## config.mk

```make
export PLATFORM = sky130hd
export DESIGN_NAME = i2c_master_engine
export DESIGN_NICKNAME = d
export VERILOG_FILES = /design/src/i2c_master_pkg.sv /design/src/i2c_master_engine.sv /design/src/phase_tick.sv /design/src/baud_counter.sv
export SDC_FILE = /design/constraint.sdc
export NUM_CORES = 1
export LEC_CHECK = 0
export ABC_AREA = 1
export BUFFER_PORTS_ARGS = -buffer_cell sky130_fd_sc_hd__buf_2
export CAP_MARGIN = 0
export CELL_PAD_IN_SITES_DETAIL_PLACEMENT = 1
export CELL_PAD_IN_SITES_GLOBAL_PLACEMENT = 2
export CORE_MARGIN = 2
export CORE_UTILIZATION = 29
export DETAILED_ROUTE_END_ITERATION = 8
export HOLD_SLACK_MARGIN = 0.03
export PLACE_DENSITY_LB_ADDON = 0.05
export SLEW_MARGIN = 30
export SYNTH_ARGS = -nofsm -noshare
export SYNTH_HDL_FRONTEND = slang
export SYNTH_SLANG_ARGS = --single-unit
export TNS_END_PERCENT = 20
```

## constraint.sdc

```tcl
create_clock -name ref_clk -period 2.56 [get_ports ref_clk]
set_clock_uncertainty 0.2 [all_clocks]
set_input_delay 0.512 -clock ref_clk [delete_from_list [all_inputs] [get_ports ref_clk]]
set_output_delay 0.512 -clock ref_clk [all_outputs]
set_load 0.02 [all_outputs]
```

## src/i2c_master_pkg.sv

```systemverilog
`default_nettype none
package i2c_master_pkg;
    // register byte addresses on the APB
    localparam logic [7:0] ADDR_CONTROL_TWO = 8'h00;
    localparam logic [7:0] ADDR_TRANSFER_BUF = 8'h04;
    localparam logic [7:0] ADDR_BAUD_RELOAD = 8'h08;
    localparam logic [7:0] ADDR_STATUS = 8'h0C;
    // control_reg_two fields
    localparam int CTL_START_BIT = 0;
    localparam int CTL_RESTART_BIT = 1;
    localparam int CTL_STOP_BIT = 2;
    localparam int CTL_RECV_BIT = 3;
    localparam int CTL_ACK_SEND_BIT = 4;
    localparam int CTL_ACK_DATA_BIT = 5;
    localparam int CTL_ACK_STAT_BIT = 6;
    // status register fields
    localparam int STS_IRQ_BIT = 0;
    localparam int STS_WRITE_COLLISION_FLAG_BIT = 1;
    localparam int STS_BUSY_BIT = 2;
    localparam int STS_FULL_BIT = 3;
    // reset values
    localparam logic [6:0] BAUD_RELOAD_RESET = 7'h09;
    localparam int BAUD_WIDTH = 7;
    localparam int BITS_PER_BYTE = 8;
    // the baud generator is stepped twice per instruction cycle of four ref_clk cycles
    localparam int QUARTER_DIVIDE = 2;
endpackage : i2c_master_pkg
`default_nettype wire

```

## src/i2c_master_engine.sv

```systemverilog
`default_nettype none
// Behaviour
// - buffer write during a Start is dropped and sets the write collision flag
// - interrupt flag set on start, stop, byte, ack sent, repeated start complete
// - master drives every SCL pulse plus Start and Stop conditions
// - transfer ends with Stop or Repeated Start; restart keeps the bus
// - transmit address byte: 7-bit address then direction bit 0
// - transmit sends 8 bits on SDA, then samples slave acknowledge
// - receive address byte: 7-bit address then direction bit 1
// - receive samples 8 bits while driving SCL, then sends acknowledge
// - baud generator lets SCL run at 100 kHz, 400 kHz or 1 MHz
// - start request is control register two bit 0
// - after Start, interrupt set and other operations held off until hold time
// - slave acknowledge stored in control register two bit 6
// - interrupt set at end of ninth SCL cycle of a byte
// - stop request is bit 2; interrupt only once Stop finished
// - reload value is the low seven bits of baud reload register
// - buffer write starts the baud generator; counts to zero and halts
// - baud count decrements on quarter phase two and four
// - baud generator reloads automatically in master mode
// - when an operation completes the clock halts and SCL holds level
module i2c_master_engine (
    input wire logic ref_clk,
    input wire logic sys_rst,
    input wire logic psel,
    input wire logic penable,
    input wire logic pwrite,
    input wire logic [7:0] paddr,
    input wire logic [31:0] pwdata,
    output logic [31:0] prdata,
    output logic pready,
    output logic pslverr,
    input wire logic scl_in,
    output logic scl_out,
    output logic scl_oe,
    input wire logic sda_in,
    output logic sda_out,
    output logic sda_oe
);
    typedef enum logic [3:0] {
        ST_IDLE = 4'b0000,
        ST_START_A = 4'b0001,
        ST_START_B = 4'b0010,
        ST_RSTART_A = 4'b0011,
        ST_RSTART_B = 4'b0100,
        ST_RSTART_C = 4'b0101,
        ST_BIT_LOW = 4'b0110,
        ST_BIT_HIGH = 4'b0111,
        ST_STOP_A = 4'b1000,
        ST_STOP_B = 4'b1001,
        ST_STOP_C = 4'b1010,
        ST_HOLD = 4'b1011
    } phase_t;

    phase_t state_q;
    logic [6:0] baud_reload_q;
    logic [7:0] shift_q;
    logic [7:0] rx_buffer_q;
    logic [3:0] bit_count_q;
    logic receive_byte_q;
    logic start_req_q, restart_req_q, stop_req_q, recv_en_q, ack_en_q;
    logic ack_data_q, ack_stat_q;
    logic irq_flag_q, write_collision_flag_q, buf_full_q;
    logic scl_drive_low_q, sda_drive_low_q;
    logic scl_s1_q, scl_s2_q, sda_s1_q, sda_s2_q;
    logic quarter_tick, baud_expired, baud_reload_pulse;

    // bus pins pass two flops before any logic reads them
    always_ff @(posedge ref_clk)
    begin
        if (sys_rst)
        begin
            scl_s1_q <= 1'b1;
            scl_s2_q <= 1'b1;
            sda_s1_q <= 1'b1;
            sda_s2_q <= 1'b1;
        end
        else
        begin
            scl_s1_q <= scl_in;
            scl_s2_q <= scl_s1_q;
            sda_s1_q <= sda_in;
            sda_s2_q <= sda_s1_q;
        end
    end

    // APB decode
    wire apb_write = psel && penable && pwrite;
    wire hit_ctl = (paddr == i2c_master_pkg::ADDR_CONTROL_TWO);
    wire hit_buf = (paddr == i2c_master_pkg::ADDR_TRANSFER_BUF);
    wire hit_baud = (paddr == i2c_master_pkg::ADDR_BAUD_RELOAD);
    wire hit_sts = (paddr == i2c_master_pkg::ADDR_STATUS);
    wire mapped = hit_ctl || hit_buf || hit_baud || hit_sts;
    wire wr_ctl = apb_write && hit_ctl;
    wire wr_buf = apb_write && hit_buf;
    wire wr_baud = apb_write && hit_baud;
    wire wr_sts = apb_write && hit_sts;
    wire rd_buf = psel && penable && !pwrite && hit_buf;
    wire idle_w = (state_q == ST_IDLE);
    // a buffer write only counts while nothing runs; any condition in progress collides
    wire buf_accept = wr_buf && idle_w && !start_req_q && !restart_req_q && !stop_req_q;
    wire buf_collide = wr_buf && !buf_accept;
    wire recv_kick = idle_w && recv_en_q && !buf_full_q;
    wire [31:0] ctl_word = {25'h0, ack_stat_q, ack_data_q, ack_en_q, recv_en_q, stop_req_q,
        restart_req_q, start_req_q};
    wire [31:0] sts_word = {28'h0, buf_full_q, !idle_w, write_collision_flag_q, irq_flag_q};

    assign pready = 1'b1;
    assign pslverr = psel && penable && !mapped;
    assign prdata = hit_ctl ? ctl_word :
                    hit_buf ? {24'h0, rx_buffer_q} :
                    hit_baud ? {25'h0, baud_reload_q} :
                    hit_sts ? sts_word : 32'h0000_0000;

    phase_tick #(
        .DIVIDE(i2c_master_pkg::QUARTER_DIVIDE)
    ) u_quarter (
        .ref_clk(ref_clk),
        .sys_rst(sys_rst),
        .tick(quarter_tick)
    );

    // every state change that waits a baud period restarts the count by itself
    baud_counter #(
        .WIDTH(i2c_master_pkg::BAUD_WIDTH)
    ) u_baud (
        .ref_clk(ref_clk),
        .sys_rst(sys_rst),
        .tick(quarter_tick),
        .reload(baud_reload_pulse),
        .reload_value(baud_reload_q),
        .expired(baud_expired)
    );

    // SCL high phase stretches while a slave holds the line low
    wire scl_released_low = (state_q == ST_BIT_HIGH) && !scl_s2_q;
    wire step = !idle_w && baud_expired && !scl_released_low;
    wire bit_last = (bit_count_q == 4'd8);
    wire bit_sda_low = bit_last ? (receive_byte_q && ack_en_q && !ack_data_q) :
                                  (!shift_q[7] && !receive_byte_q);
    wire start_go = idle_w && start_req_q;
    wire restart_go = idle_w && restart_req_q;
    wire stop_go = idle_w && stop_req_q;
    wire byte_go = buf_accept || recv_kick;
    assign baud_reload_pulse = start_go || restart_go || stop_go || byte_go || step;

    always_ff @(posedge ref_clk)
    begin
        if (sys_rst)
            baud_reload_q <= i2c_master_pkg::BAUD_RELOAD_RESET;
        else if (wr_baud)
            baud_reload_q <= pwdata[6:0];
    end

    // control bits: software sets; hardware clears start, restart and stop when the condition ends, and recv when the receive starts
    wire start_done = step && (state_q == ST_HOLD) && start_req_q;
    wire restart_done = step && (state_q == ST_HOLD) && restart_req_q;
    wire stop_done = step && (state_q == ST_STOP_C);
    wire byte_done = step && (state_q == ST_BIT_HIGH) && bit_last;
    always_ff @(posedge ref_clk)
    begin
        if (sys_rst)
        begin
            start_req_q <= 1'b0;
            restart_req_q <= 1'b0;
            stop_req_q <= 1'b0;
            recv_en_q <= 1'b0;
            ack_en_q <= 1'b0;
            ack_data_q <= 1'b0;
        end
        else
        begin
            if (start_done)
                start_req_q <= 1'b0;
            else if (wr_ctl && idle_w)
                start_req_q <= pwdata[i2c_master_pkg::CTL_START_BIT];
            if (restart_done)
                restart_req_q <= 1'b0;
            else if (wr_ctl && idle_w)
                restart_req_q <= pwdata[i2c_master_pkg::CTL_RESTART_BIT];
            if (stop_done)
                stop_req_q <= 1'b0;
            else if (wr_ctl && idle_w)
                stop_req_q <= pwdata[i2c_master_pkg::CTL_STOP_BIT];
            if (byte_go && recv_kick)
                recv_en_q <= 1'b0;
            else if (wr_ctl && idle_w)
                recv_en_q <= pwdata[i2c_master_pkg::CTL_RECV_BIT];
            if (wr_ctl)
                ack_data_q <= pwdata[i2c_master_pkg::CTL_ACK_DATA_BIT];
            if (wr_ctl)
                ack_en_q <= pwdata[i2c_master_pkg::CTL_ACK_SEND_BIT];
        end
    end

    // status flags: the hardware set wins over a software clear in the same cycle
    wire irq_event = start_done || restart_done || stop_done || byte_done;
    always_ff @(posedge ref_clk)
    begin
        if (sys_rst)
        begin
            irq_flag_q <= 1'b0;
            write_collision_flag_q <= 1'b0;
        end
        else
        begin
            if (irq_event)
                irq_flag_q <= 1'b1;
            else if (wr_sts && !pwdata[i2c_master_pkg::STS_IRQ_BIT])
                irq_flag_q <= 1'b0;
            if (buf_collide)
                write_collision_flag_q <= 1'b1;
            else if (wr_sts && !pwdata[i2c_master_pkg::STS_WRITE_COLLISION_FLAG_BIT])
                write_collision_flag_q <= 1'b0;
        end
    end

    always_ff @(posedge ref_clk)
    begin
        if (sys_rst)
            buf_full_q <= 1'b0;
        else if (byte_done && receive_byte_q)
            buf_full_q <= 1'b1;
        else if (rd_buf)
            buf_full_q <= 1'b0;
    end

    // sequencer; scl only changes on a step, so it holds its level when the counter halts
    always_ff @(posedge ref_clk)
    begin
        if (sys_rst)
        begin
            state_q <= ST_IDLE;
            scl_drive_low_q <= 1'b0;
            sda_drive_low_q <= 1'b0;
            shift_q <= 8'h00;
            rx_buffer_q <= 8'h00;
            bit_count_q <= 4'd0;
            receive_byte_q <= 1'b0;
            ack_stat_q <= 1'b0;
        end
        else if (idle_w)
        begin
            if (start_go)
            begin
                state_q <= ST_START_A;
                sda_drive_low_q <= 1'b0;
            end
            else if (restart_go)
                state_q <= ST_RSTART_A;
            else if (stop_go)
            begin
                state_q <= ST_STOP_A;
                sda_drive_low_q <= 1'b1;
            end
            else if (byte_go)
            begin
                // buffer byte carries address and direction bit as software wrote it
                shift_q <= buf_accept ? pwdata[7:0] : 8'hFF;
                receive_byte_q <= recv_kick;
                bit_count_q <= 4'd0;
                state_q <= ST_BIT_LOW;
            end
        end
        else if (step)
        begin
            unique case (state_q)
                ST_START_A:
                begin
                    sda_drive_low_q <= 1'b1;
                    state_q <= ST_START_B;
                end
                ST_START_B:
                begin
                    scl_drive_low_q <= 1'b1;
                    state_q <= ST_HOLD;
                end
                ST_RSTART_A:
                begin
                    sda_drive_low_q <= 1'b0;
                    state_q <= ST_RSTART_B;
                end
                ST_RSTART_B:
                begin
                    scl_drive_low_q <= 1'b0;
                    state_q <= ST_RSTART_C;
                end
                ST_RSTART_C:
                begin
                    sda_drive_low_q <= 1'b1;
                    // the repeated start then pulls scl low like a first start
                    state_q <= ST_START_B;
                end
                ST_HOLD:
                    state_q <= ST_IDLE;
                ST_BIT_LOW:
                begin
                    scl_drive_low_q <= 1'b0;
                    state_q <= ST_BIT_HIGH;
                end
                ST_BIT_HIGH:
                begin
                    // scl stays low after the ninth pulse, so a following byte starts from a low clock
                    scl_drive_low_q <= 1'b1;
                    if (bit_last)
                    begin
                        if (!receive_byte_q)
                            ack_stat_q <= sda_s2_q;
                        else
                            rx_buffer_q <= shift_q;
                        state_q <= ST_IDLE;
                    end
                    else
                    begin
                        shift_q <= {shift_q[6:0], sda_s2_q};
                        bit_count_q <= bit_count_q + 4'd1;
                        state_q <= ST_BIT_LOW;
                    end
                end
                ST_STOP_A:
                begin
                    scl_drive_low_q <= 1'b0;
                    state_q <= ST_STOP_B;
                end
                ST_STOP_B:
                begin
                    sda_drive_low_q <= 1'b0;
                    state_q <= ST_STOP_C;
                end
                ST_STOP_C:
                    state_q <= ST_IDLE;
                default:
                    state_q <= ST_IDLE;
            endcase
        end
        // data moves one cycle after scl has fallen, so it never races the clock edge
        else if (state_q == ST_BIT_LOW)
            sda_drive_low_q <= bit_sda_low;
    end

    assign scl_out = 1'b0;
    assign scl_oe = scl_drive_low_q;
    assign sda_out = 1'b0;
    assign sda_oe = sda_drive_low_q;
endmodule : i2c_master_engine
`default_nettype wire

```

## src/phase_tick.sv

```systemverilog
`default_nettype none
// one-cycle pulse every DIVIDE clocks: stands in for the two quarter phases
module phase_tick #(
    parameter int DIVIDE = 2
) (
    input wire logic ref_clk,
    input wire logic sys_rst,
    output logic tick
);
    logic [7:0] count_q;
    wire last_w = (count_q == 8'(DIVIDE - 1));
    always_ff @(posedge ref_clk)
    begin
        if (sys_rst || last_w)
            count_q <= 8'h00;
        else
            count_q <= count_q + 8'h01;
    end
    assign tick = last_w;
endmodule : phase_tick
`default_nettype wire

```

## src/baud_counter.sv

```systemverilog
`default_nettype none
// counts down from reload to zero on each tick, then halts until reloaded
module baud_counter #(
    parameter int WIDTH = 7
) (
    input wire logic ref_clk,
    input wire logic sys_rst,
    input wire logic tick,
    input wire logic reload,
    input wire logic [WIDTH-1:0] reload_value,
    output logic expired
);
    logic [WIDTH-1:0] count_q;
    always_ff @(posedge ref_clk)
    begin
        if (sys_rst)
            count_q <= '0;
        else if (reload)
            count_q <= reload_value;
        else if (tick && count_q != '0)
            count_q <= count_q - WIDTH'(1);
    end
    // expired must not look at reload: the sequencer builds reload from expired
    assign expired = (count_q == '0);
endmodule : baud_counter
`default_nettype wire

```

**After elaboration in Yosys (flattened, before gate mapping)**

Index checks and enable logic that the tools add are counted.

- Muxes and demuxes: 46
- Bitwise logic cells: 5
- Reductions and logical operators: 91
- $add $sub $neg: 3
- Equal/unequal tests: 25

Operators with widths:

| operator | number |
|---|---|
| $mux W8 | 11 |
| $mux W4 | 15 |
| $logic_and A1 B1 Y1 | 37 |
| $pmux W4 S8 | 1 |
| $mux W7 | 3 |
| $eq A4 B4 Y1 const B | 5 |
| $eq A4 B3 Y1 const B | 4 |
| $eq A8 B4 Y1 const B | 2 |
| $logic_not A1 Y1 | 15 |
| $reduce_and A5 Y1 | 3 |
| $reduce_bool A2 Y1 | 7 |
| $reduce_or A2 Y1 | 7 |
| $mux W1 | 13 |
| $logic_or A1 B1 Y1 | 12 |
| $add A8 B1 Y8 const B | 1 |
| $eq A4 B2 Y1 const B | 2 |
| $eq A8 B1 Y1 const B | 1 |
| $eq A8 B3 Y1 const B | 1 |
| $logic_not A8 Y1 | 1 |
| $ne A2 B2 Y1 const B | 4 |
| $logic_not A7 Y1 | 1 |
| $reduce_and A7 Y1 | 1 |
| $reduce_bool A7 Y1 | 1 |
| $sub A7 B1 Y7 const B | 1 |
| other kinds (16) | 21 |

- Input bits: 47
- Output and inout port bits: 38
- Register bits after elaboration: 63

**Longest topological paths before layout**

- Word-level depth: 13
- Gate-level depth with buffers: 15
- Depth with buffers taken out: 14

**Cells and area by module**

Synthesis repeated with hierarchy kept, for this count alone.

- Cells, all modules: 585
- Area, all modules: 3,883.7 um2

By module, submodules not included:

| module | instances | sequential area each (um2) | area each (um2) | cells each |
|---|---|---|---|---|
| i2c_master_engine | 1 | 960.9 | 2,912.8 | 429 |
| baud_counter | 1 | 140.1 | 530.5 | 92 |
| phase_tick | 1 | 160.2 | 440.4 | 64 |

**Worst setup path after synthesis**

OpenSTA, ideal clock, no wires.

- Path kind: input port to output port
- Start: input port paddr[7]
- End: output port prdata[0]
- Arrival: 1,536 ps
- Required time: 1,848 ps
- Slack: 312 ps
- Path buffers: 0
- Stages: 5
- Cells stage by stage: nor2_1 > nand2_1 > inv_1 > nand4_2 > o21ai_0

- Cells in the longest elaborated chain, start to end: 5

Ends and longest elaborated chain:

| what | RTL line | text |
|---|---|---|
| start, declared | i2c_master_engine.sv:28 | `input wire logic [7:0] paddr,` |
| $eq A8 B4 Y1 | i2c_master_engine.sv:92 | `wire hit_sts = (paddr == i2c_master_pkg::ADDR_STATUS);` |
| $mux W4 | i2c_master_engine.sv:113 | `hit_sts ? sts_word : 32'h0000_0000;` |
| $mux W7 | i2c_master_engine.sv:112 | `hit_baud ? {25'h0, baud_reload_q} :` |
| $mux W8 | i2c_master_engine.sv:111 | `hit_buf ? {24'h0, rx_buffer_q} :` |
| $mux W8 (*) | i2c_master_engine.sv:110 | `assign prdata = hit_ctl ? ctl_word :` |
| end, declared | i2c_master_engine.sv:30 | `output logic [31:0] prdata,` |

Mark *: on every way between the ends. The rest lies on a longest branch, timed or not.

**Worst setup path after layout**

- Start: input port paddr[7]
- End: output port prdata[2]

Same word-level chain as after synthesis.

==> metrics.txt <==
run status complete, no violations; Max H-tree Level 3; setup repair after global routing missed its margin true; cell leakage power between 0.002 and 0.0025 µW; global routing usage summed across all routing layers 0.167; nature of the critical path startpoint primary input; routed vias/inst approximately 4.5; maximum fanout along the worst path 5; clock insertion delay at the later pin of the skew report ~330 ps; Die Outline Area 13,800 µm²; number of library cell types mapped by synthesis 36; sum of routed wire segments on met1 about 5500 µm; detailed-route wire length per cell 14.3 µm; Peak supply drop between 0.0003 and 0.0004 V; shortest clock period the worst path allows after layout 2430 ps; setup_tns 0 ps; port buffer count 33; post-layout utilization of the core 0.348; highest layer used for signal routing met4; Crit. End Element output port; total number of vias between 3,000 and 4,000; pin count of the biggest net entering global routing 36; Max Root-Sink Buffers 2; Finished Cell Area 4370 µm²; number of hold-repair buffers added at the cts stage 0; total overflow reported by the global router 0; final hold violation count 0; Final Max Slew Viols 0; overall routed net length roughly 11,000 µm; data arrival at the endpoint of the critical path 1720 ps; commonest cells after routing, fill and taps aside sky130_fd_sc_hd__nand2_1, sky130_fd_sc_hd__nor2_1, sky130_fd_sc_hd__inv_1; layout cells sized above 1 0.176; most common cell after layout, fill and taps aside sky130_fd_sc_hd__nand2_1; P&R area growth vs syn 17.2%; routed wl met3 approximately 320 µm; wire length on met2 around 5000 µm; violation count after the first detailed-route iteration between 150 and 200; final critical-path share of the clock period 0.949; gp weighted congestion roughly 0.77; Setup Crit Path Kind primary input to output port; clock root buffer sky130_fd_sc_hd__clkbuf_16; register bit total from synthesis 63; floorplan die height 117 µm; number of enable-type register cells in the synthesized netlist 0; Fillers 1,603; fraction of registers with async set or reset after synthesis 0; sinks on the clock net 63; Floorplan Core Area ~13,000 µm²; register clock-pin slew on the reported worst setup and hold paths 60 ps; first-pass iteration count of the detailed router 4; global-route wire length before repair around 18,000 µm; placed instance area slightly above 4000 µm²; fin nets about 650; horizontal die dimension roughly 120 µm; post-synthesis sequential area ratio 0.338; Post-synth top flop sky130_fd_sc_hd__dfxtp_1; I/O pins 85; worst min-delay path category primary input to flip-flop; standard-cell rows 41; Initial Utilization 0.297; TritonCTS clock tree yes; number of max-cap violations 0; achievable clock frequency 0.411 GHz; number of buffers created by CTS 9; post-route antenna net violation count 0; Gate Count Post-Synth roughly 550; Antenna Cells 0; DRC violations left 0; placed wire-length estimate after detailed placement around 8400 µm; syn_area_per_cell just under 7 µm²; final count of negative-setup-slack endpoints 0; power density normalized to cell area 1000 nW/µm²; Required @ worst endpoint roughly 1900 ps; number of warnings reported in the yosys synthesis log 0; via count of the first global-routing pass roughly 3,600; antenna violations before repair 0; area of the mapped netlist ~3700 µm²
==> final cells by class <==
class | count | area (µm²) | area share
Clock inverter | 6 | 85.1 | 0.0195
Sequential cell | 63 | 1260 | 0.289
Timing Repair Buffer | 47 | 270 | 0.0619
Inverter | 71 | 279 | 0.0639
Tap cell | 172 | 215 | 0.0493
Clock buffer | 10 | 229 | 0.0524
Multi-Input combinational cell | 401 | 2030 | 0.464
==> kinds of logic after synthesis <==
family,share of synthesized area
AND/OR/NAND/NOR,0.361
adder cells (fa/ha/maj),0.0201
XOR/XNOR,0.0164
other,0.00201
buffers and inverters,0.145
AO/OA/AOI/OAI,0.117
flip-flops,0.338
==> repair_timing <==
action                     CTS  global route
setup endpoints to repair    0             6
setup buffers                0             0
resized for setup            0             4
==> path summary, 6_finish.rpt <==
check	slack, ps	end	startpoint	depth (start not counted)
hold reg to reg	210	sda_s2_q	sda_s1_q	1
setup / recovery	130	prdata[2]	paddr[7]	9
setup reg to reg	420	rx_buffer_q[4]	u_baud.count_q[0]	10
hold / removal	160	scl_s1_q	scl_in	2
==> report_power, final <==
| part | total [µW] | internal [µW] | switching (µW) |
|---|---|---|---|
| clock | 1320 | 849 | 472 |
| sequential | 1260 | 1130 | 129 |
| combinational | 1790 | 585 | 1210 |
==> synth_stat cells, types with 2 or more instances <==
| cell type | number | area, µm² |
|---|---|---|
| sky130_fd_sc_hd__inv_1 | 65 | 244 |
| sky130_fd_sc_hd__inv_4 | 2 | 12.5 |
| sky130_fd_sc_hd__xor2_1 | 7 | 61.3 |
| sky130_fd_sc_hd__o31ai_1 | 2 | 15.0 |
| sky130_fd_sc_hd__nand3_2 | 2 | 20.0 |
| sky130_fd_sc_hd__ha_1 | 6 | 75.1 |
| sky130_fd_sc_hd__nand4_1 | 6 | 37.5 |
| sky130_fd_sc_hd__nor2_2 | 4 | 25.0 |
| sky130_fd_sc_hd__dfxtp_1 | 63 | 1260 |
| sky130_fd_sc_hd__o22ai_1 | 5 | 31.3 |
| sky130_fd_sc_hd__o211ai_1 | 3 | 22.5 |
| sky130_fd_sc_hd__nand3_4 | 2 | 35.0 |
| sky130_fd_sc_hd__buf_4 | 29 | 218 |
| sky130_fd_sc_hd__inv_2 | 3 | 11.3 |
| sky130_fd_sc_hd__nand2_1 | 95 | 357 |
| sky130_fd_sc_hd__nor2_4 | 7 | 78.8 |
| sky130_fd_sc_hd__conb_1 | 2 | 7.51 |
| sky130_fd_sc_hd__nand2_8 | 2 | 40.0 |
| sky130_fd_sc_hd__a21oi_1 | 25 | 125 |
| sky130_fd_sc_hd__nor2_1 | 92 | 345 |
| sky130_fd_sc_hd__nand3_1 | 37 | 185 |
| sky130_fd_sc_hd__nand2_4 | 3 | 33.8 |
| sky130_fd_sc_hd__or2_2 | 9 | 56.3 |
| sky130_fd_sc_hd__nand2_2 | 4 | 25.0 |
| sky130_fd_sc_hd__buf_2 | 4 | 20.0 |
| sky130_fd_sc_hd__nor3_1 | 10 | 50.1 |
| sky130_fd_sc_hd__nand3b_1 | 2 | 15.0 |
| sky130_fd_sc_hd__clkbuf_1 | 4 | 15.0 |
| sky130_fd_sc_hd__o21ai_0 | 46 | 230 |
==> registers in the layout, summed over array words and instances, names as in the netlist, 4 cells and up <==
name,cells
baud_reload_q,7
bit_count_q,4
rx_buffer_q,8
shift_q,8
state_q,4
u_baud.count_q,7
u_quarter.count_q,8
==> critical path, stage by stage <==
cell and delay [ps]:
sky130_fd_sc_hd__buf_2 90, sky130_fd_sc_hd__nor2_1 90, sky130_fd_sc_hd__nand2_1 150, sky130_fd_sc_hd__inv_1 180, sky130_fd_sc_hd__nand4_1 160, sky130_fd_sc_hd__o22ai_1 240
sky130_fd_sc_hd__a21oi_1 60, sky130_fd_sc_hd__nand2_1 60, sky130_fd_sc_hd__buf_2 150
==> per-stage QoR <==
step	setup WS (ps)	total power, µW	hold slack, ps	cells
floorplan	312	2740	189	573
global placement	108	3070	197	754
detailed placement	95.3	3090	197	754
CTS	64.9	4440	148	770
global route	-35.8	4750	161	770
finish	129	4370	162	770
==> metal layers <==
metal | track usage | vias up
met3 | 0.0282 | 10
met1 | 0.228 | 1603
li1 | - | 1778
met2 | 0.272 | 52
met5 | 0 | -
met4 | 0.0497 | 0
Note: power is estimated with default switching activity, not from simulation.
